File: src/hsps_cfg.svh
`ifndef HSPS_CFG_SVH
`define HSPS_CFG_SVH

// Clock rate
`define HSPS_CLK_KHZ        100000
`define HSPS_CLK_MHZ        100

// Documented times, in their own unit
`define HSPS_T_QUAL_MS      16
`define HSPS_T_COOL_MS      16
`define HSPS_T_CB_MS        2
`define HSPS_T_VDD_FAST_US  5
`define HSPS_T_RAIL_FAST_US 1

// Cycle counts derived from the times
`define HSPS_QUAL_CYC  (`HSPS_T_QUAL_MS * `HSPS_CLK_KHZ)
`define HSPS_COOL_CYC  (`HSPS_T_COOL_MS * `HSPS_CLK_KHZ)
`define HSPS_CB_CYC    (`HSPS_T_CB_MS * `HSPS_CLK_KHZ)
`define HSPS_VDD_CYC   (`HSPS_T_VDD_FAST_US * `HSPS_CLK_MHZ)
`define HSPS_RAIL_CYC  (`HSPS_T_RAIL_FAST_US * `HSPS_CLK_MHZ)

// Counter width
`define HSPS_CW        24

// Register byte offsets
`define HSPS_OFS_CTRL    12'h000
`define HSPS_OFS_STATUS  12'h004
`define HSPS_OFS_QUAL_TC 12'h008
`define HSPS_OFS_CB_TC   12'h00C
`define HSPS_OFS_COOL_TC 12'h010

// Field positions and reset values
`define HSPS_CTRL_SW_OFF 0
`define HSPS_CTRL_RST    32'h0000_0000

// Bus responses
`define HSPS_RESP_OKAY   2'h0
`define HSPS_RESP_SLVERR 2'h2

`endif

File: src/hsps_pkg.sv
package hsps_pkg;

  // Sequencer states
  typedef enum logic [2:0] {
    HSPS_QUAL  = 3'b000,
    HSPS_ON    = 3'b001,
    HSPS_CB    = 3'b010,
    HSPS_DISCH = 3'b011,
    HSPS_COOL  = 3'b100,
    HSPS_LATCH = 3'b101
  } hsps_state_t;

  // Comparator decisions, already synchronous to clk_i
  typedef struct packed {
    logic fb_pg_lo;      // Feedback below 1.21V
    logic fb_pg_hi;      // Feedback above 1.23V
    logic gate_ovd;      // Gate to output above 4.2V
    logic fb_fold;       // Feedback below 0.6V
    logic supply_high;   // Overvoltage input above 1.235V
    logic uv_low;        // Undervoltage input below 1.15V
    logic uv_reset;      // Undervoltage input below 0.62V
    logic overcurrent;   // Current limit engaged
    logic timer_high;    // Timer node above 1.235V
    logic timer_low;     // Timer node below 0.21V
    logic timer_tied;    // Timer pin tied to the internal rail
    logic main_lockout;  // Main supply below 2.73V
    logic vdd_fast;      // Main supply below 2.65V
    logic rail_fast;     // Internal rail below 2.5V
    logic temp_hi;       // Die above 145C
    logic temp_lo;       // Die at or below 125C
  } hsps_cmp_t;

  // Gate drive selection
  typedef struct packed {
    logic charge;
    logic pd_norm;
    logic pd_fast;
  } hsps_gate_t;

endpackage : hsps_pkg

File: src/hsps_timer.sv
`timescale 1ns/1ps
`default_nettype none
`include "hsps_cfg.svh"

// Delay counter: counts while run_i, clears when run_i drops
module hsps_timer (
  input  wire logic                 clk_i,
  input  wire logic                 rstn_i,
  input  wire logic                 run_i,
  input  wire logic [`HSPS_CW-1:0]  tc_i,
  output logic                      done_o
);
  logic [`HSPS_CW-1:0] cnt_ff;

  // Saturates at the terminal count so done stays high
  always_ff @(posedge clk_i)
  begin
    if (!rstn_i || !run_i)
      cnt_ff <= '0;
    else if (cnt_ff < tc_i)
      cnt_ff <= cnt_ff + `HSPS_CW'(1);
  end

  assign done_o = run_i && (cnt_ff >= tc_i);
endmodule : hsps_timer

`default_nettype wire

File: src/hsps_gate_sel.sv
`timescale 1ns/1ps
`default_nettype none

// Registered gate drive priority
module hsps_gate_sel (
  input  wire logic               clk_i,
  input  wire logic               rstn_i,
  input  wire logic               want_fast_i,
  input  wire logic               want_norm_i,
  input  wire logic               want_charge_i,
  output hsps_pkg::hsps_gate_t    gate_o
);
  import hsps_pkg::*;

  always_ff @(posedge clk_i)
  begin
    if (!rstn_i)
      gate_o <= '{charge: 1'b0, pd_norm: 1'b1, pd_fast: 1'b0};
    else
    begin
      gate_o.pd_fast <= want_fast_i;
      gate_o.pd_norm <= want_norm_i && !want_fast_i;
      gate_o.charge  <= want_charge_i && !want_fast_i && !want_norm_i;
    end
  end
endmodule : hsps_gate_sel

`default_nettype wire

File: src/hsps_top.sv
`timescale 1ns/1ps
`default_nettype none
`include "hsps_cfg.svh"

module hsps_top #(
  parameter logic [`HSPS_CW-1:0] QUAL_CYC = `HSPS_CW'(`HSPS_QUAL_CYC),
  parameter logic [`HSPS_CW-1:0] COOL_CYC = `HSPS_CW'(`HSPS_COOL_CYC),
  parameter logic [`HSPS_CW-1:0] CB_CYC   = `HSPS_CW'(`HSPS_CB_CYC)
) (
  input  wire logic                clk_i,
  input  wire logic                rstn_i,
  input  wire hsps_pkg::hsps_cmp_t cmp_i,
  output hsps_pkg::hsps_gate_t     gate_o,
  output logic                     foldback_o,
  output logic                     timer_up_o,
  output logic                     timer_dn_o,
  input  wire logic                power_good_i,
  output logic                     power_good_o,
  output logic                     power_good_oe_o,
  input  wire logic                fault_i,
  output logic                     fault_o,
  output logic                     fault_oe_o,
  input  wire logic                s_axi_awvalid,
  output logic                     s_axi_awready,
  input  wire logic [11:0]         s_axi_awaddr,
  input  wire logic                s_axi_wvalid,
  output logic                     s_axi_wready,
  input  wire logic [31:0]         s_axi_wdata,
  input  wire logic [3:0]          s_axi_wstrb,
  output logic                     s_axi_bvalid,
  input  wire logic                s_axi_bready,
  output logic [1:0]               s_axi_bresp,
  input  wire logic                s_axi_arvalid,
  output logic                     s_axi_arready,
  input  wire logic [11:0]         s_axi_araddr,
  output logic                     s_axi_rvalid,
  input  wire logic                s_axi_rready,
  output logic [31:0]              s_axi_rdata,
  output logic [1:0]               s_axi_rresp
);
  import hsps_pkg::*;

  hsps_state_t         state_ff;
  logic                fault_ff;
  logic                pg_ok_ff;
  logic                therm_ff;
  logic                fold_ff;
  logic [31:0]         ctrl_ff;
  logic [`HSPS_CW-1:0] qual_tc_ff;
  logic [`HSPS_CW-1:0] cb_tc_ff;
  logic [`HSPS_CW-1:0] cool_tc_ff;
  logic                aw_hold_ff;
  logic                w_hold_ff;
  logic [11:0]         awaddr_ff;
  logic [31:0]         wdata_ff;
  logic [3:0]          wstrb_ff;
  logic                supplies_ok;
  logic                fast_off;
  logic                qual_done;
  logic                cool_done;
  logic                cb_done;
  logic                vdd_done;
  logic                rail_done;
  logic                cb_trip;
  logic                want_fast;
  logic                want_norm;
  logic                want_charge;
  logic                wr_go;

  // Merge write strobes into an old register value
  function automatic logic [31:0] merge_bytes(input logic [31:0] old_v,
                                              input logic [31:0] new_v,
                                              input logic [3:0]  strb);
    logic [31:0] res;
    res = old_v;
    for (int i = 0; i < 4; i++)
      if (strb[i])
        res[8*i +: 8] = new_v[8*i +: 8];
    return res;
  endfunction : merge_bytes

  // Merge into a delay count; bit 0 is forced so a zero count becomes one
  function automatic logic [`HSPS_CW-1:0] merge_tc(
      input logic [`HSPS_CW-1:0] old_v,
      input logic [31:0]         new_v,
      input logic [3:0]          strb);
    logic [31:0] res;
    res = merge_bytes({8'h00, old_v}, new_v, strb);
    return res[`HSPS_CW-1:0] | `HSPS_CW'(1);
  endfunction : merge_tc

  // Map a byte offset onto a known register
  function automatic logic is_mapped(input logic [11:0] addr);
    return addr == `HSPS_OFS_CTRL    || addr == `HSPS_OFS_STATUS ||
           addr == `HSPS_OFS_QUAL_TC || addr == `HSPS_OFS_CB_TC  ||
           addr == `HSPS_OFS_COOL_TC;
  endfunction : is_mapped

  // delay timers with programmable terminal counts
  hsps_timer u_qual (
    .clk_i  (clk_i),
    .rstn_i (rstn_i),
    .run_i  (state_ff == HSPS_QUAL && supplies_ok),
    .tc_i   (qual_tc_ff),
    .done_o (qual_done)
  );

  hsps_timer u_cool (
    .clk_i  (clk_i),
    .rstn_i (rstn_i),
    .run_i  (state_ff == HSPS_COOL),
    .tc_i   (cool_tc_ff),
    .done_o (cool_done)
  );

  // programmable internal breaker delay when the timer pin is tied high
  hsps_timer u_cb (
    .clk_i  (clk_i),
    .rstn_i (rstn_i),
    .run_i  (state_ff == HSPS_CB && cmp_i.timer_tied),
    .tc_i   (cb_tc_ff),
    .done_o (cb_done)
  );

  hsps_timer u_vdd (
    .clk_i  (clk_i),
    .rstn_i (rstn_i),
    .run_i  (cmp_i.vdd_fast),
    .tc_i   (`HSPS_CW'(`HSPS_VDD_CYC)),
    .done_o (vdd_done)
  );

  hsps_timer u_rail (
    .clk_i  (clk_i),
    .rstn_i (rstn_i),
    .run_i  (cmp_i.rail_fast),
    .tc_i   (`HSPS_CW'(`HSPS_RAIL_CYC)),
    .done_o (rail_done)
  );

  // every supply, thermal and software condition that keeps the switch off
  assign fast_off    = vdd_done || rail_done;
  assign supplies_ok = !cmp_i.supply_high && !cmp_i.uv_low &&
                       !cmp_i.main_lockout && !fast_off && !therm_ff &&
                       !ctrl_ff[`HSPS_CTRL_SW_OFF];

  // breaker trips on timer high or internal delay expiry
  assign cb_trip = state_ff == HSPS_CB &&
                   (cmp_i.timer_tied ? cb_done : cmp_i.timer_high);

  // Sequencer; a supply drop restarts qualification from ON, or from CB unless the breaker trips
  always_ff @(posedge clk_i)
  begin
    if (!rstn_i)
      state_ff <= HSPS_QUAL;
    else
    begin
      case (state_ff)
        HSPS_QUAL:  if (qual_done)
                      state_ff <= HSPS_ON;
        HSPS_ON:    if (!supplies_ok)
                      state_ff <= HSPS_QUAL;
                    else if (cmp_i.overcurrent)
                      state_ff <= HSPS_CB;
        HSPS_CB:    if (cb_trip)
                      state_ff <= HSPS_DISCH;
                    else if (!supplies_ok)
                      state_ff <= HSPS_QUAL;
                    else if (!cmp_i.overcurrent)
                      state_ff <= HSPS_ON;
        // wait for timer discharge, then cool down
        HSPS_DISCH: if (cmp_i.timer_tied || cmp_i.timer_low)
                      state_ff <= HSPS_COOL;
        HSPS_COOL:  if (cool_done)
                      state_ff <= HSPS_LATCH;
        // held off until the latch is cleared
        HSPS_LATCH: if (!fault_ff)
                      state_ff <= supplies_ok ? HSPS_ON : HSPS_QUAL;
        default:    state_ff <= HSPS_QUAL;
      endcase
    end
  end

  // fault latch, the trip wins over a clear
  always_ff @(posedge clk_i)
  begin
    if (!rstn_i)
      fault_ff <= 1'b0;
    else if (cb_trip)
      fault_ff <= 1'b1;
    else if (cmp_i.uv_reset)
      fault_ff <= 1'b0;
  end

  always_ff @(posedge clk_i)
  begin
    if (!rstn_i)
      therm_ff <= 1'b0;
    else if (cmp_i.temp_hi)
      therm_ff <= 1'b1;
    else if (cmp_i.temp_lo)
      therm_ff <= 1'b0;
  end

  always_ff @(posedge clk_i)
  begin
    if (!rstn_i)
      pg_ok_ff <= 1'b0;
    else if (cmp_i.fb_pg_lo)
      pg_ok_ff <= 1'b0;
    else if (cmp_i.fb_pg_hi && cmp_i.gate_ovd)
      pg_ok_ff <= 1'b1;
  end

  // foldback request to the current limit amplifier
  always_ff @(posedge clk_i)
  begin
    if (!rstn_i)
      fold_ff <= 1'b0;
    else
      fold_ff <= cmp_i.fb_fold;
  end

  // Gate requests; the sequencer state lags by one cycle, so
  // turn-off causes are taken straight from the comparators
  // short-circuit, lockout or fast shutdown
  assign want_fast   = fast_off || cmp_i.main_lockout ||
                       (cmp_i.overcurrent && state_ff == HSPS_CB);
  // normal turn-off for every other off cause
  assign want_norm   = !supplies_ok || state_ff == HSPS_DISCH ||
                       state_ff == HSPS_COOL || state_ff == HSPS_LATCH ||
                       state_ff == HSPS_QUAL || cb_trip;
  assign want_charge = state_ff == HSPS_ON || state_ff == HSPS_CB;

  hsps_gate_sel u_gate (
    .clk_i         (clk_i),
    .rstn_i        (rstn_i),
    .want_fast_i   (want_fast),
    .want_norm_i   (want_norm),
    .want_charge_i (want_charge),
    .gate_o        (gate_o)
  );

  // Open-drain outputs: fault pulls low when latched, power good pulls low until good
  assign power_good_o    = 1'b0;
  assign power_good_oe_o = !pg_ok_ff;
  assign fault_o         = 1'b0;
  assign fault_oe_o      = fault_ff;
  assign foldback_o      = fold_ff;
  assign timer_up_o      = state_ff == HSPS_CB && !cmp_i.timer_tied;
  assign timer_dn_o      = state_ff == HSPS_DISCH;

  // Bus write channels taken in either order
  assign s_axi_awready = !aw_hold_ff && !s_axi_bvalid;
  assign s_axi_wready  = !w_hold_ff && !s_axi_bvalid;
  assign wr_go         = aw_hold_ff && w_hold_ff && !s_axi_bvalid;

  always_ff @(posedge clk_i)
  begin
    if (!rstn_i)
    begin
      aw_hold_ff <= 1'b0;
      w_hold_ff  <= 1'b0;
      awaddr_ff  <= 12'h000;
      wdata_ff   <= 32'h0000_0000;
      wstrb_ff   <= 4'h0;
    end
    else
    begin
      if (s_axi_awvalid && s_axi_awready)
      begin
        aw_hold_ff <= 1'b1;
        awaddr_ff  <= s_axi_awaddr;
      end
      else if (wr_go)
        aw_hold_ff <= 1'b0;
      if (s_axi_wvalid && s_axi_wready)
      begin
        w_hold_ff <= 1'b1;
        wdata_ff  <= s_axi_wdata;
        wstrb_ff  <= s_axi_wstrb;
      end
      else if (wr_go)
        w_hold_ff <= 1'b0;
    end
  end

  // Write response; unmapped offsets answer with an error
  always_ff @(posedge clk_i)
  begin
    if (!rstn_i)
    begin
      s_axi_bvalid <= 1'b0;
      s_axi_bresp  <= `HSPS_RESP_OKAY;
    end
    else if (wr_go)
    begin
      s_axi_bvalid <= 1'b1;
      s_axi_bresp  <= is_mapped(awaddr_ff) ? `HSPS_RESP_OKAY
                                           : `HSPS_RESP_SLVERR;
    end
    else if (s_axi_bready)
      s_axi_bvalid <= 1'b0;
  end

  // Writable registers; a zero count is clamped to one cycle
  always_ff @(posedge clk_i)
  begin
    if (!rstn_i)
    begin
      ctrl_ff    <= `HSPS_CTRL_RST;
      qual_tc_ff <= QUAL_CYC;
      cb_tc_ff   <= CB_CYC;
      cool_tc_ff <= COOL_CYC;
    end
    else if (wr_go)
    begin
      case (awaddr_ff)
        `HSPS_OFS_CTRL:
          ctrl_ff <= merge_bytes(ctrl_ff, wdata_ff, wstrb_ff) &
                     32'h0000_0001;
        `HSPS_OFS_QUAL_TC:
          qual_tc_ff <= merge_tc(qual_tc_ff, wdata_ff, wstrb_ff);
        `HSPS_OFS_CB_TC:
          cb_tc_ff <= merge_tc(cb_tc_ff, wdata_ff, wstrb_ff);
        `HSPS_OFS_COOL_TC:
          cool_tc_ff <= merge_tc(cool_tc_ff, wdata_ff, wstrb_ff);
        default: ;
      endcase
    end
  end

  // Read channel, one cycle after the address is taken
  assign s_axi_arready = !s_axi_rvalid;

  always_ff @(posedge clk_i)
  begin
    if (!rstn_i)
    begin
      s_axi_rvalid <= 1'b0;
      s_axi_rdata  <= 32'h0000_0000;
      s_axi_rresp  <= `HSPS_RESP_OKAY;
    end
    else if (s_axi_arvalid && s_axi_arready)
    begin
      s_axi_rvalid <= 1'b1;
      s_axi_rresp  <= is_mapped(s_axi_araddr) ? `HSPS_RESP_OKAY
                                              : `HSPS_RESP_SLVERR;
      case (s_axi_araddr)
        `HSPS_OFS_CTRL:    s_axi_rdata <= ctrl_ff;
        `HSPS_OFS_STATUS:  s_axi_rdata <= {19'h0_0000, fault_i, power_good_i,
                                           1'b0, fold_ff, therm_ff, fast_off,
                                           cmp_i.uv_low, cmp_i.supply_high,
                                           pg_ok_ff, fault_ff, state_ff};
        `HSPS_OFS_QUAL_TC: s_axi_rdata <= {8'h00, qual_tc_ff};
        `HSPS_OFS_CB_TC:   s_axi_rdata <= {8'h00, cb_tc_ff};
        `HSPS_OFS_COOL_TC: s_axi_rdata <= {8'h00, cool_tc_ff};
        default:           s_axi_rdata <= 32'h0000_0000;
      endcase
    end
    else if (s_axi_rready)
      s_axi_rvalid <= 1'b0;
  end
endmodule : hsps_top

`default_nettype wire

File: config.mk
export PLATFORM = sky130hd
export DESIGN_NAME = hsps_top
export DESIGN_NICKNAME = d
export VERILOG_FILES = /design/src/hsps_pkg.sv /design/src/hsps_timer.sv /design/src/hsps_gate_sel.sv /design/src/hsps_top.sv
export VERILOG_INCLUDE_DIRS = /design/src
export SDC_FILE = /design/constraint.sdc
export NUM_CORES = 1
export LEC_CHECK = 0
export BUFFER_PORTS_ARGS = -buffer_cell sky130_fd_sc_hd__buf_2
export CAP_MARGIN = 30
export CORE_ASPECT_RATIO = 1.1
export CORE_MARGIN = 3
export CORE_UTILIZATION = 45
export CTS_CLUSTER_DIAMETER = 100
export DETAILED_ROUTE_END_ITERATION = 16
export GPL_TIMING_DRIVEN = 1
export PLACE_DENSITY = 0.69
export SYNTH_ARGS = -nofsm -noshare
export SYNTH_HDL_FRONTEND = slang
export SYNTH_HIERARCHICAL = 1
export SYNTH_SLANG_ARGS = --single-unit
File: constraint.sdc
create_clock -name clk_i -period 4 [get_ports clk_i]
set_input_delay 0.2 -clock clk_i [delete_from_list [all_inputs] [get_ports clk_i]]
set_output_delay 0.2 -clock clk_i [all_outputs]
set_load 0.02 [all_outputs]
**Word-level counts from Yosys, hierarchy flattened**

Cells that the tools add are included.

- Register bits: 282
- Input bits: 85
- Output and inout port bits: 51

- Add/subtract/negate cells: 5
- Order comparisons: 10
- Equality and inequality tests: 19
- Mux-type cells: 26
- Bitwise logic cells: 1
- Reductions and logical operators: 94

Operators by type and width:

| operator | count |
|---|---|
| 24-bit by 1-bit adder with 24-bit output (second input constant) | 5 |
| 24-bit case mux with 5 select lines | 1 |
| 24-bit greater-or-equal comparator | 3 |
| 24-bit < comparator | 3 |
| 12-bit by 4-bit == test with 1-bit output (second input constant) | 4 |
| 3-bit AND reduction | 10 |
| 3-bit two-way mux | 9 |
| 1-bit logical AND | 26 |
| 12-bit by 3-bit == test with 1-bit output (second input constant) | 2 |
| 12-bit by 5-bit == test with 1-bit output (second input constant) | 2 |
| 24-bit by 7-bit greater-or-equal comparator with 1-bit output (second input constant) | 1 |
| 24-bit by 9-bit greater-or-equal comparator with 1-bit output (second input constant) | 1 |
| 12-bit zero test | 2 |
| 24-bit by 7-bit < comparator with 1-bit output (second input constant) | 1 |
| 24-bit by 9-bit < comparator with 1-bit output (second input constant) | 1 |
| 1-bit logical OR | 23 |
| 1-bit zero test | 21 |
| 3-bit case mux with 6 select lines | 1 |
| 1-bit two-way mux | 13 |
| 2-bit nonzero test | 6 |
| 3-bit by 2-bit == test with 1-bit output (second input constant) | 2 |
| 3-bit == test (second input constant) | 2 |
| 2-bit inequality test (second input constant) | 3 |
| 2-bit AND reduction | 3 |
| other kinds (9) | 10 |

**Longest topological paths before layout**

Gate-level depths: netlist (run 1).

- Depth after elaboration: 15
- Gate-level depth with buffers: 18

**Cells and area by module**

The synthesis (run 1) kept the hierarchy.

Modules (own cells, without submodules):

| module | instances | cells each | area an instance (sq um) | seq. area each (sq um) |
|---|---|---|---|---|
| hsps_timer (u_cb ...) | 4 | 225 | 1795.5 | 480.5 |
| hsps_top | 1 | 756 | 6232.2 | 2982.9 |
| hsps_timer (u_rail) | 1 | 226 | 1766.7 | 480.5 |
| hsps_gate_sel | 1 | 8 | 88.8 | 60.1 |

**Least setup slack after synthesis (run 1)**

No wires, ideal clock.

- Path kind: reg-to-reg
- Start: reg u_rail.cnt_ff[19]
- End: reg state_ff[2]
- Setup time: 115 ps
- Arrival: 3266 ps
- Required time: 3885 ps
- Setup slack: 619 ps
- Stages on the path, launching flop included: 18
- Buffers on the path: 2
- Period minus slack after synthesis: 3381 ps
- Path through: dfxtp_1 ha_1 nand4_1 or4_1 a211o_1 nand4_2 buf_6 buf_6 o21a_1 nor3_1 nand2_1 nor4_1 o21a_1 or3_1 a21o_1 o311a_1 a21oi_1 nor2b_1

- Longest elaborated chain between the ends: 11
- Elaborated cells between the ends (all ways): 17
- Classes of those cells: order compare (1); eq/ne (3); mux (4); reduce/logical (9)

Ends and longest elaborated chain:

| item | RTL line | RTL |
|---|---|---|
| start: declaration | hsps_timer.sv:13 | `` logic [`HSPS_CW-1:0] cnt_ff; `` |
| start signal: assignment | hsps_timer.sv:21 | `` cnt_ff <= cnt_ff + `HSPS_CW'(1); `` |
| 24-bit by 7-bit greater-or-equal comparator with 1-bit output | hsps_timer.sv:24 | `assign done_o = run_i && (cnt_ff >= tc_i);` |
| 1-bit logical AND | hsps_timer.sv:24 |  |
| net rail_done | hsps_top.sv:63 | `logic rail_done;` |
| 1-bit logical OR | hsps_top.sv:142 | `assign fast_off = vdd_done \|\| rail_done;` |
| 1-bit zero test | hsps_top.sv:144 | `!cmp_i.main_lockout && !fast_off && !therm_ff &&` |
| 1-bit logical AND (2 in a row) | hsps_top.sv:144 |  |
| 1-bit logical AND | hsps_top.sv:143 | `assign supplies_ok = !cmp_i.supply_high && !cmp_i.uv_low &&` |
| 1-bit logical AND | hsps_top.sv:103 | `.run_i (state_ff == HSPS_QUAL && supplies_ok),` |
| 1-bit logical AND | hsps_timer.sv:24 |  |
| net qual_done | hsps_top.sv:59 | `logic qual_done;` |
| 2-bit inequality test (no source line) | n/a |  |
| 6-bit AND reduction (no source line) | n/a |  |
| end signal: assignment | hsps_top.sv:178 | `state_ff <= supplies_ok ? HSPS_ON : HSPS_QUAL;` |
| end: declaration | hsps_top.sv:43 | `hsps_state_t state_ff;` |

The timed path passes the listed nets, and every way through them passes these cells.
A chain may end at the register's enable or synchronous reset.

**Worst setup path in the final report (run 1)**

- Start: reg u_rail.cnt_ff[21]
- End: reg u_qual.cnt_ff[17]

- Longest elaborated chain between the ends: 10

Ends and longest elaborated chain:

| item | RTL line | RTL |
|---|---|---|
| 24-bit by 7-bit greater-or-equal comparator with 1-bit output | hsps_timer.sv:24 |  |
| 1-bit logical AND | hsps_timer.sv:24 |  |
| net rail_done | hsps_top.sv:63 |  |
| 1-bit logical OR | hsps_top.sv:142 |  |
| 1-bit zero test | hsps_top.sv:144 |  |
| 1-bit logical AND (2 in a row) | hsps_top.sv:144 |  |
| 1-bit logical AND | hsps_top.sv:143 |  |
| 1-bit logical AND | hsps_top.sv:103 |  |
| 1-bit zero test | hsps_timer.sv:18 | `if (!rstn_i \|\| !run_i)` |
| 1-bit logical OR | hsps_timer.sv:18 |  |
| end signal: assignment | hsps_timer.sv:21 |  |
| end: declaration | hsps_timer.sv:13 |  |

The timed path passes the listed nets, and every way through them passes these cells.

==> results summary, run 1 <==
After legalization and detailed placement, the total HPWL measured 29,500 um. The number of gates given a new drive strength after cts is 0. The share of flip-flops with an asynchronous set or reset after synthesis came out at 0%. The number of enable flip-flop cells after synthesis is 0. The worst setup path is of the flip-flop to flip-flop kind. The number of maximum-capacitance constraint violations is 0. Setup repair after global routing left no endpoint under its margin. Setup violations remaining at the end of the flow were counted as 0.

The average instance area after synthesis is 8.08 um^2. The number of DRC markers in iteration 0 is 1,307. For the pin with the worst max-slew slack, the measured transition is roughly 1.0 ns.

The share of the yosys chip area belonging to registers came out at 35.7%. In this run the critical register-to-register path is captured at u_qual/cnt_ff[17]$_SDFFE_PP0N_. The overflow left after global routing came out at 0. The total of warnings raised by yosys came out at 6. The initial standard-cell utilization of the core came out at 45.8%.

Counting the buffers created by CTS gives 31. The worst path in the final design needs a cycle of 3.51 ns, including I/O delays and setup. The core region is about 33,000 um^2. The synthesized design contains about 270 register bits.

The portion of the clock cycle consumed by the worst path in the final layout came out at 87.9%. In the synthesized netlist the dominant register cell turns out to be dfxtp_1. The final standard cell utilization of the core came out at approximately 53%.

The fraction of synthesized area in multiplexers came out at 1.11%. The number of vias in the routed layout came out at 14,252. Summing the areas of all compound-gate instances in the mapped netlist gives 20.5% of the synthesized area. The cell count of the worst hold path is 3.

In the routed design, unresolved DRC markers number 0. The cell leakage power came out at around 7 nW. The largest net degree at the start of global routing came out at 86. The maximum root-to-sink buffer count came out at 3.

The run finished with clean final reports. The type of origin of the critical path is a flip-flop. Between clock sinks in the finished design, the worst skew comes to 0.0108 ns.

Across every metal layer, demand over resource in global routing totals 22.4%. The top layer reached by signal wires is met4. Headroom to the max-slew limit came out at 32.7%. The count of nets after finishing came out at 2,268. The post-synthesis share of cell area spent on xor and xnor gates came out at less than 1%. The number of H-tree branching levels came out at 1. The CTS root buffer is clkbuf_16. The diode insertion count for antenna repair came out at 0.

Data arrives at the worst endpoint at about 4 ns. Counting distinct cell types in the post-synthesis netlist gives 60. The classification of the worst-slack hold path is primary input to flip-flop. The data required time of the worst path came out at 4.48 ns. The fraction of layout instances using a drive strength above 1 is 10.5%. The slowest stage of the critical path is the nand2_1 cell.

The depth of the worst register-to-register path is 11. The via count of the first global-routing pass came out at 13,465. The flop-to-flop setup slack is 0.49 ns. The number of antenna violations at the first check in global routing came out at 0. In this run the most critical hold path is launched from power_good_i.

The proportion of netlist area held by the largest area contributor is 35.7%. The critical path capture point type is a flip-flop. Across the VDD grid, the largest voltage drop is 409 uV. TritonCTS built the clock tree.

The summed instance area of the synthesized netlist came out at approximately 15,000 um^2. The power density of the placed cells is 358 nW/um^2. The first global-routing pass estimated 67,800 um of wire. In this run the critical register-to-register path is launched from u_rail/cnt_ff[21]$_SDFFE_PP0N_. Synthesis produced ~1,900 cells.

The routed design uses 19,600 um of met2 wire. The die height is 199 um. The clock transition at the registers of the reported paths came out at 0.06 ns.

From synthesis to final layout, the design area changed by 16.6%. The final-report hold violation count was 0. The worst hold path terminates at s_axi_rdata[11]$_SDFFE_PN0P_. The number of ports placed on the die boundary came out at 136.

The largest single stage delay on the critical path is ~0.6 ns. Ranked by total cell area, the synthesized netlist is headed by dfxtp_1, ha_1, nand2_1, a21oi_1, inv_1. The number of input and output port buffers inserted is 114. The total die area came out at 36,200 um^2. The final layout contains routed wiring with a total length of 41,600 um. The width of the die is 182 um. The detailed-route wire length per cell came out at 16.5 um.

The adder-cell share of the synthesized area came out at 10.2%. The worst hold margin came out at roughly 0.030 ns. Of all nets on the critical path, the largest fanout is 22.

Setup total negative slack on the finished layout was measured at 0 ns. The detailed-routed wire length on met3 is 2350 um. The synthesized netlist devotes 25.0% of its cell area to simple gates. The number of pins with negative max-slew slack in the final report is 0.

The count of TritonRoute iterations in the first routing pass is 7. The routed via count divided by cell count is 5.67. The insertion delay of the later-clocked pin in the worst-skew pair is 0.57 ns. In the post-synthesis netlist, the cell with the most instances is nand2_1. The achievable clock frequency is between 200 and 300 MHz.

The number of antenna-violating nets in the routed design came out at 0. The detailed router put a total of roughly 19,000 um of wire on met1. The routability congestion estimate from global placement came out at 0.841.

By area, the combinational part of the netlist is dominated by simple AND/OR/NAND/NOR gates. The biggest area contributor in the post-synthesis netlist is dfxtp_1. By count the netlist is led by nand2_1, dfxtp_1, a21oi_1.

The floorplan has 70 rows. Counting every sink on the clock net gives ~270. Walking the worst path, the cells encountered are ha_1 -> a21o_1 -> a21o_1 -> a22oi_1 -> nand4_2 -> o21a_1 -> nor3_1 -> nand2_1 -> nor4_1 -> nand2_1 -> a21oi_1.
[state kept, by name, indices dropped and copies added, names as in the netlist, 3 cells and up]
signal / flops
awaddr_ff: 12
cb_tc_ff: 24
cool_tc_ff: 24
qual_tc_ff: 24
s_axi_rdata: 24
state_ff: 3
u_cb/cnt_ff: 24
u_cool/cnt_ff: 24
u_gate/gate_o: 3
u_qual/cnt_ff: 24
u_rail/cnt_ff: 24
u_vdd/cnt_ff: 24
wdata_ff: 24
wstrb_ff: 3
[repair_timing]
action | CTS | global route
setup buffers | 0 | 0
hold endpoints to repair | 47 | 0
hold buffers | 49 | 0
[layout make-up]
class,count,area (um^2)
clock buffer,39,826
clock inverter,19,278
fill,3098,15600
inverter,142,533
multi-input combinational,1434,8990
sequential,272,5450
tap,432,541
timing repair buffer,177,1190
[logic make-up after synthesis]
| group | Yosys count |
|---|---|
| AND/OR/NAND/NOR | 711 |
| AO/OA/AOI/OAI | 513 |
| flip-flops | 272 |
| buffers and inverters | 242 |
| adder cells (fa/ha/maj) | 125 |
| multiplexers | 17 |
| XOR/XNOR | 8 |
| other | 2 |
[power by group]
part,internal [mW],switching [mW]
registers,2.76,0.0850
logic,0.190,0.268
clock network,1.86,1.22
total,4.80,1.57
[worst max-delay path by stage]
stage	slack, ns	depth (start not counted)	to	startpoint
finish	0.49	11	u_qual/cnt_ff[17]$_SDFFE_PP0N_	u_rail/cnt_ff[21]$_SDFFE_PP0N_
global route	0.11	11	u_qual/cnt_ff[23]$_SDFFE_PP0N_	u_rail/cnt_ff[21]$_SDFFE_PP0N_
CTS	0.50	11	u_qual/cnt_ff[17]$_SDFFE_PP0N_	u_rail/cnt_ff[21]$_SDFFE_PP0N_
detailed placement	0.57	15	state_ff[2]$_SDFFE_PN0P_	u_rail/cnt_ff[19]$_SDFFE_PP0N_
global placement	0.60	15	state_ff[2]$_SDFFE_PN0P_	u_rail/cnt_ff[19]$_SDFFE_PP0N_
floorplan	0.62	17	state_ff[2]$_SDFFE_PN0P_	u_rail/cnt_ff[19]$_SDFFE_PP0N_
[cells in the final DEF (no fill, tap or decap), types with 15 or more instances in the layout]
cell type,n
dfxtp_1,272
ha_1,125
nand3_1,77
inv_1,142
and4_1,23
a222oi_1,21
nand4_1,42
nor2b_1,33
nor2_1,41
conb_1,60
o31ai_1,49
o21ai_1,31
nand2_1,296
or3_1,57
o21ai_0,92
dlygate4sd3_1,49
o21a_1,21
a21oi_1,204
buf_2,113
or4_1,49
a21boi_1,27
a21o_1,16
mux2i_1,17
clkbuf_16,31
and2_1,15
[critical path, delay by kind of cell (launching register included)]
family                   cells  cell delay [ns]
flip-flops                   1             0.40
AND/OR/NAND/NOR              5             1.56
adder cells (fa/ha/maj)      1             0.28
AO/OA/AOI/OAI                5             1.19
[per-layer routing]
layer / global-route usage [%] / vias to the layer above
met1: 29.9 / 6700
li1: - / 7090
met4: 5.78 / 0
met2: 38.7 / 405
met5: 0 / -
met3: 2.46 / 57
[metrics by stage]
stage	setup WS (ns)	cells	cell area, um^2	power [mW]
2_1_floorplan	0.619	1948	15500	3.18
3_3_place_gp	0.603	2406	16200	3.30
3_5_place_dp	0.575	2407	16200	3.31
4_1_cts	0.504	2514	17800	6.41
5_1_grt	0.109	2515	17800	6.59
6_report	0.485	2515	17800	6.37
Power figures use the tool's default switching activity.
==> run 2, diff against run 1 <==
--- a/config.mk
+++ b/config.mk
@@ -15,6 +15,7 @@
 export DETAILED_ROUTE_END_ITERATION = 16
 export GPL_TIMING_DRIVEN = 1
 export PLACE_DENSITY = 0.69
+export RECOVER_POWER = 50
 export SYNTH_ARGS = -nofsm -noshare
 export SYNTH_HDL_FRONTEND = slang
 export SYNTH_HIERARCHICAL = 1
==> results summary, run 2 (same netlist as run 1, synthesis figures left out) <==
The flow ran to the end, and the final reports show no timing, DRC or antenna violations. The smallest setup slack after layout is 0.499 ns. The achievable clock frequency came out at 286 MHz. After filler insertion, the fill cell instance count of the layout stands at around 3,100. The maximum net fanout on the critical path came out at 22.

The sequential share of power is 44.7%. The final route contains about 14,000 vias. For this design, the sink count on the clock tree is 272. The total length of routed wires came out at 41,600 um.

Entering global routing, the biggest net connects 86 pins. The clock tree from TritonCTS is built. Summed over all nets, the switching power comes to around 1.6 mW. For this design the top-level I/O count stands at 136. The worst vdd rail ir drop came out at 408 uV.

STA classifies the critical path startpoint as a flip-flop. The number of failing setup endpoints in the final timing report came out at 0. The tightest min-delay check is of the primary input to flip-flop type. The cell leakage power came out at 6.68 nW. Detailed placement ended at an HPWL of approximately 30,000 um. The die height came out at 199 um.

The max-slew headroom at the worst pin came out at 7.26%. The routed via count divided by cell count is 5.68. The number of buffers created by CTS came out at 31. The switching power as a share of total power is 24.5%. Counting along the longest clock path gives a buffer depth of 3. Once detail routing completed, the nets flagged for antenna violations numbered 0. The first-pass GRT wire length came out at 67,800 um. The number of gates given a new drive strength after cts is 0.

The fraction of layout instances using a drive strength above 1 is 8.55%. STA puts the critical path data arrival time at 3.98 ns. The worst setup path is captured at a flip-flop.

The area of the core came out at 33,400 um^2. The number of pins with negative max-slew slack in the final report came out at 0. The die covers 36,200 um^2. Leaving out fill and tap cells, the most frequent cells in the layout are nand2_1, dfxtp_1, a21oi_1, inv_1, ha_1.

The number of antenna violations at the first check in global routing was 0. The final critical path takes up 87.5% of the cycle. The insertion delay of the later-clocked pin in the worst-skew pair came out at 0.57 ns. In this run the power density over the cells is 359 nW/um^2. The library cell used most frequently in the layout, excluding fill and tap cells, is nand2_1.

The area added between synthesis and finish came out at 16.2%. The number of input and output port buffers inserted is 114. The portion of total power attributed to combinational logic came out at a little over 7%. The via count of the first global-routing pass came out at 13,465.

The overflow left after global routing came out at 0. The all-layer global routing usage is 22.4%. The final-report hold violation count came out at 0.

The post-layout total power is roughly 6.4 mW. Cell internal power was estimated by the tool at 4.80 mW. Before CTS, the worst setup slack after placement is 0.575 ns. The clock transition at the registers of the reported paths came out at approximately 0.060 ns.

In this run the cell area measured after placement is 16,200 um^2. The count of TritonRoute iterations in the first routing pass is 8. The detailed-route wire length per cell is about 17 um.

The routability congestion estimate from global placement came out at approximately 0.84. In the final design database the tool counted approximately 2,300 nets. For the pin with the worst max-slew slack, the measured transition is 1.39 ns.

The CTS root buffer is clkbuf_16. The detailed router finished its first iteration with roughly 1,200 violations. In this run the number of H-tree levels came out at 1. Setup repair after global routing left no endpoint under its margin. The post-layout minimum cycle time is 3.50 ns. The post-detailed-route DRC marker count is 0. The total negative slack came out at 0 ns. The width of the die came out at 182 um. The diode insertion count for antenna repair is 0. The finished layout cell area came out at between 15,000 and 20,000 um^2. For the final database, setup skew stands at 0.0111 ns. The critical path in this run is classified as flip-flop to flip-flop.

The tool flagged a number of max-cap violations equal to 0. The clock group share of total power is around half. The number of placement rows is 70. The data required time of the worst path is 4.48 ns.

The initial standard-cell utilization of the core came out at ~46%.
-- run 2: cell types whose count changed in the layout (fill, tap and decap cells not counted), sizes merged --
cell,previous run,this run
buf,128,88
clkbuf,39,79
-- run 2: per-layer routing --
layer  GRT usage (%)  part of all wire (%)  routed length [um]
met5               0                     0                   0
met3            2.46                   5.8                2390
met2            38.7                    47               19600
met1            29.9                    45               18600
met4            5.78                   2.4                 990
-- run 2: area by class of cell --
type                    count  area (um^2)  share of cell area, %
repair buffers            177         1130                   6.39
flip-flops and latches    272         5450                   30.7
clock buffers              39          826                   4.65
multi-input cells        1434         8990                   50.6
well taps                 432          541                   3.05
clock inverters            19          278                   1.57
inverters                 142          533                   3.00
-- run 2: what timing repair did --
action / 4_1_cts / 5_1_grt
hold buffers: 49 / 0
setup endpoints to repair: 0 / 0
setup buffers: 0 / 0
endpoints found under the hold margin: 47 / 0
-- run 2: path summary, 6_finish.rpt --
check | startpoint | end | slack [ns] | cells past startpoint
setup / recovery | u_rail/cnt_ff[21]$_SDFFE_PP0N_ | u_qual/cnt_ff[17]$_SDFFE_PP0N_ | 0.50 | 11
hold / removal | cmp_i[8] | u_gate/gate_o[2]$_SDFF_PN0_ | 0.03 | 4
setup reg to reg | u_rail/cnt_ff[21]$_SDFFE_PP0N_ | u_qual/cnt_ff[17]$_SDFFE_PP0N_ | 0.50 | 11
hold reg to reg | awaddr_ff[0]$_SDFFE_PN0P_ | awaddr_ff[0]$_SDFFE_PN0P_ | 0.46 | 2
-- run 2: through the flow --
stage	hold slack [ns]	instances	util (%)
2_1_floorplan	0.276	1948	-
3_3_place_gp	0.363	2406	48.5
3_5_place_dp	0.364	2407	48.5
4_1_cts	0.00390	2514	53.3
5_1_grt	0.0133	2515	53.2
6_report	0.0285	2515	53.2
-- run 2: power groups by stage --
stage	clock network [mW]	registers [mW]	logic (mW)
floorplan	0	2.86	0.320
global placement	0	2.90	0.400
detailed placement	0	2.90	0.408
CTS	3.12	2.84	0.447
global route	3.23	2.85	0.509
finish	3.07	2.84	0.453
-- run 2: critical path, cell delays in order (launching register included) --
cell and delay (ns):
dfxtp_1 0.40, ha_1 0.28, a21o_1 0.16, a21o_1 0.17, a22oi_1 0.29, nand4_2 0.15
o21a_1 0.24, nor3_1 0.28, nand2_1 0.19, nor4_1 0.34, nand2_1 0.58, a21oi_1 0.32
==> run 3, diff against run 2 <==
--- a/config.mk
+++ b/config.mk
@@ -14,8 +14,10 @@
 export CTS_CLUSTER_DIAMETER = 100
 export DETAILED_ROUTE_END_ITERATION = 16
 export GPL_TIMING_DRIVEN = 1
-export PLACE_DENSITY = 0.69
+export PLACE_DENSITY = 0.62
 export RECOVER_POWER = 50
+export REMOVE_ABC_BUFFERS = 1
+export SLEW_MARGIN = 10
 export SYNTH_ARGS = -nofsm -noshare
 export SYNTH_HDL_FRONTEND = slang
 export SYNTH_HIERARCHICAL = 1
==> results summary, run 3 (same netlist as run 1, synthesis figures left out) <==
The startpoint identified for the worst register-to-register timing path is u_rail/cnt_ff[21]$_SDFFE_PP0N_. From left edge to right edge, the die measures between 150 and 200 um. The core region is 33,400 um^2. The finished layout holds approximately 2,500 standard cells, fillers aside. The fraction of layout instances using a drive strength above 1 is between 8 and 9%.

The insertion delay of the later-clocked pin in the worst-skew pair is roughly 0.58 ns. Using the TritonRoute via totals, the vias-per-cell ratio works out to around 5.6. In the routed design, unresolved DRC markers number 0.

For this block, the via count after detailed routing is between 10,000 and 15,000. The library cell used most frequently in the layout, excluding fill and tap cells, is nand2_1. The worst setup path is captured at a flip-flop.

Tracing the worst setup path back leads to its startpoint at u_rail/cnt_ff[21]$_SDFFE_PP0N_. The worst vdd rail ir drop is 296 uV. The cell sitting at the root of the clock tree is a clkbuf_16.

No sink is reached through more buffers than the 3 on the longest clock path. Setup repair after global routing left no endpoint under its margin. Setup total negative slack on the finished layout was measured at 0 ns.

The number of placement rows came out at 70. The worst clock skew is 0.0268 ns. The number of antenna violations at the first check in global routing is 0. The tool flagged a number of max-cap violations equal to 0.

The congestion estimate from routability-driven global placement came to 0.864. After detailed placement, the design holds a cell count of around 2,400. The achievable clock frequency is 267 MHz. By startpoint and endpoint, the worst setup path is classified as flip-flop to flip-flop. The number of ports placed on the die boundary is 136. After clock tree synthesis, the clock-pin slew on the worst setup and hold paths is 0.06 ns.

The flow ran to the end, and the final reports show no timing, DRC or antenna violations. The count of nets after finishing is 2,273. The number of input and output port buffers inserted came out at 114. The final-report hold violation count is 0. The worst hold path belongs to the class primary input to flip-flop. The largest net degree at the start of global routing came out at 69. The number of H-tree branching levels came out at 1.

The floorplan step defined a die boundary enclosing 36,200 um^2. The number of pins with negative max-slew slack in the final report came out at 0. The initial standard-cell utilization of the core came out at a little under half. At the worst endpoint, the arrival time is 4.24 ns.

The via count of the first global-routing pass came out at about 13,000. The number of buffers created by CTS is 30. The final-layout fill cell count came out at 3,136. The total length of routed wires is 41,000 um. STA classifies the critical path startpoint as a flip-flop. The count of TritonRoute iterations in the first routing pass came out at 6. From bottom edge to top edge, the die measures 199 um.

The final standard cell utilization of the core came out at 53.2%. The clock net in this run drives a total of ~270 sinks. In this run the most critical hold path is launched from cmp_i[4]. The hold-fix buffer count after cts is 52. The max-slew headroom at the worst pin is 8.96%. The HPWL after detailed placement came out at 29,800 um. In the layout the commonest cells are nand2_1, dfxtp_1, a21oi_1, inv_1, ha_1. At the pin with the least slew margin, the transition time is ~1.4 ns. The first global-routing pass estimated 66,700 um of wire. The post-layout total power is approximately 6.3 mW.

The number of DRC markers in iteration 0 came out at 938. The overflow left after global routing came out at 0. The number of failing setup endpoints in the final timing report came out at 0. Power spread over the standard cell area amounts to 354 nW/um^2.

The data required time of the worst path is 4.49 ns. The clock tree from TritonCTS is built. In this run the static leakage power is 6.68 nW.

The area added between synthesis and finish came out at 16.2%. The portion of the clock cycle consumed by the worst path in the final layout came out at between 90% and 100%. The detailed-route wire length per cell is 16.3 um. The repair_antennas step left the layout with diodes totalling 0. The number of antenna-violating nets in the routed design is 0.

Of all nets on the critical path, the largest fanout is 5. The post-layout minimum cycle time came out at around 3.7 ns. For this run, the total global-route usage over all layers was measured as roughly 22%. In this run the post-CTS setup repair buffer count came out at 0. The number of gates given a new drive strength after cts came out at 0.
[run 3: cell type report]
cell class	instances	area (um^2)	share of cell area, %
clock inverter	15	243	1.37
timing repair buffer	183	1190	6.71
clock buffer	41	822	4.63
multi-input combinational	1434	8960	50.5
tap	432	541	3.05
sequential	272	5450	30.7
inverter	142	533	3.00
[run 3: worst paths after layout]
path                            slack (ns)                      endpoint  depth (start not counted)
worst max register to register        0.25      state_ff[1]$_SDFFE_PN0P_                         15
worst min-delay path                  0.04   u_gate/gate_o[2]$_SDFF_PN0_                          4
worst min register to register        0.46  s_axi_rdata[16]$_SDFFE_PN0P_                          2
worst max-delay path                  0.25      state_ff[1]$_SDFFE_PN0P_                         15
[run 3: critical path, stage by stage (launching register included)]
cell and delay (ns):
dfxtp_1 0.38, ha_1 0.27, a21o_1 0.16, a21o_1 0.16, a22oi_1 0.26, nand4_2 0.13
o21a_1 0.23, nor3_1 0.35, nand2_1 0.20, nor4_1 0.61, o21a_1 0.21, or3_1 0.10
a21o_1 0.11, o311a_1 0.24, nor2_1 0.06, a211oi_1 0.21
[run 3: through the flow]
step / hold slack [ns] / setup WS, ns / cell area, um^2
detailed placement: 0.368 / 0.327 / 16200
CTS: 0.0125 / 0.301 / 17800
global placement: 0.364 / 0.357 / 16200
finish: 0.0369 / 0.250 / 17700
global route: 0.0242 / 0.0269 / 17700
floorplan: 0.262 / 0.464 / 15000
[run 3: power breakdown]
group	switching, mW	internal [mW]
Sequential	0.0837	2.76
Clock	1.16	1.83
Combinational	0.265	0.191
[run 3: layer usage]
| metal | routed length (um) | vias up | GRT usage (%) |
|---|---|---|---|
| met5 | 0 | - | 0 |
| met4 | 1340 | 0 | 7.59 |
| met3 | 1690 | 87 | 2.62 |
| met2 | 20000 | 324 | 39.6 |
| met1 | 18000 | 6604 | 27.4 |
| li1 | - | 7120 | - |
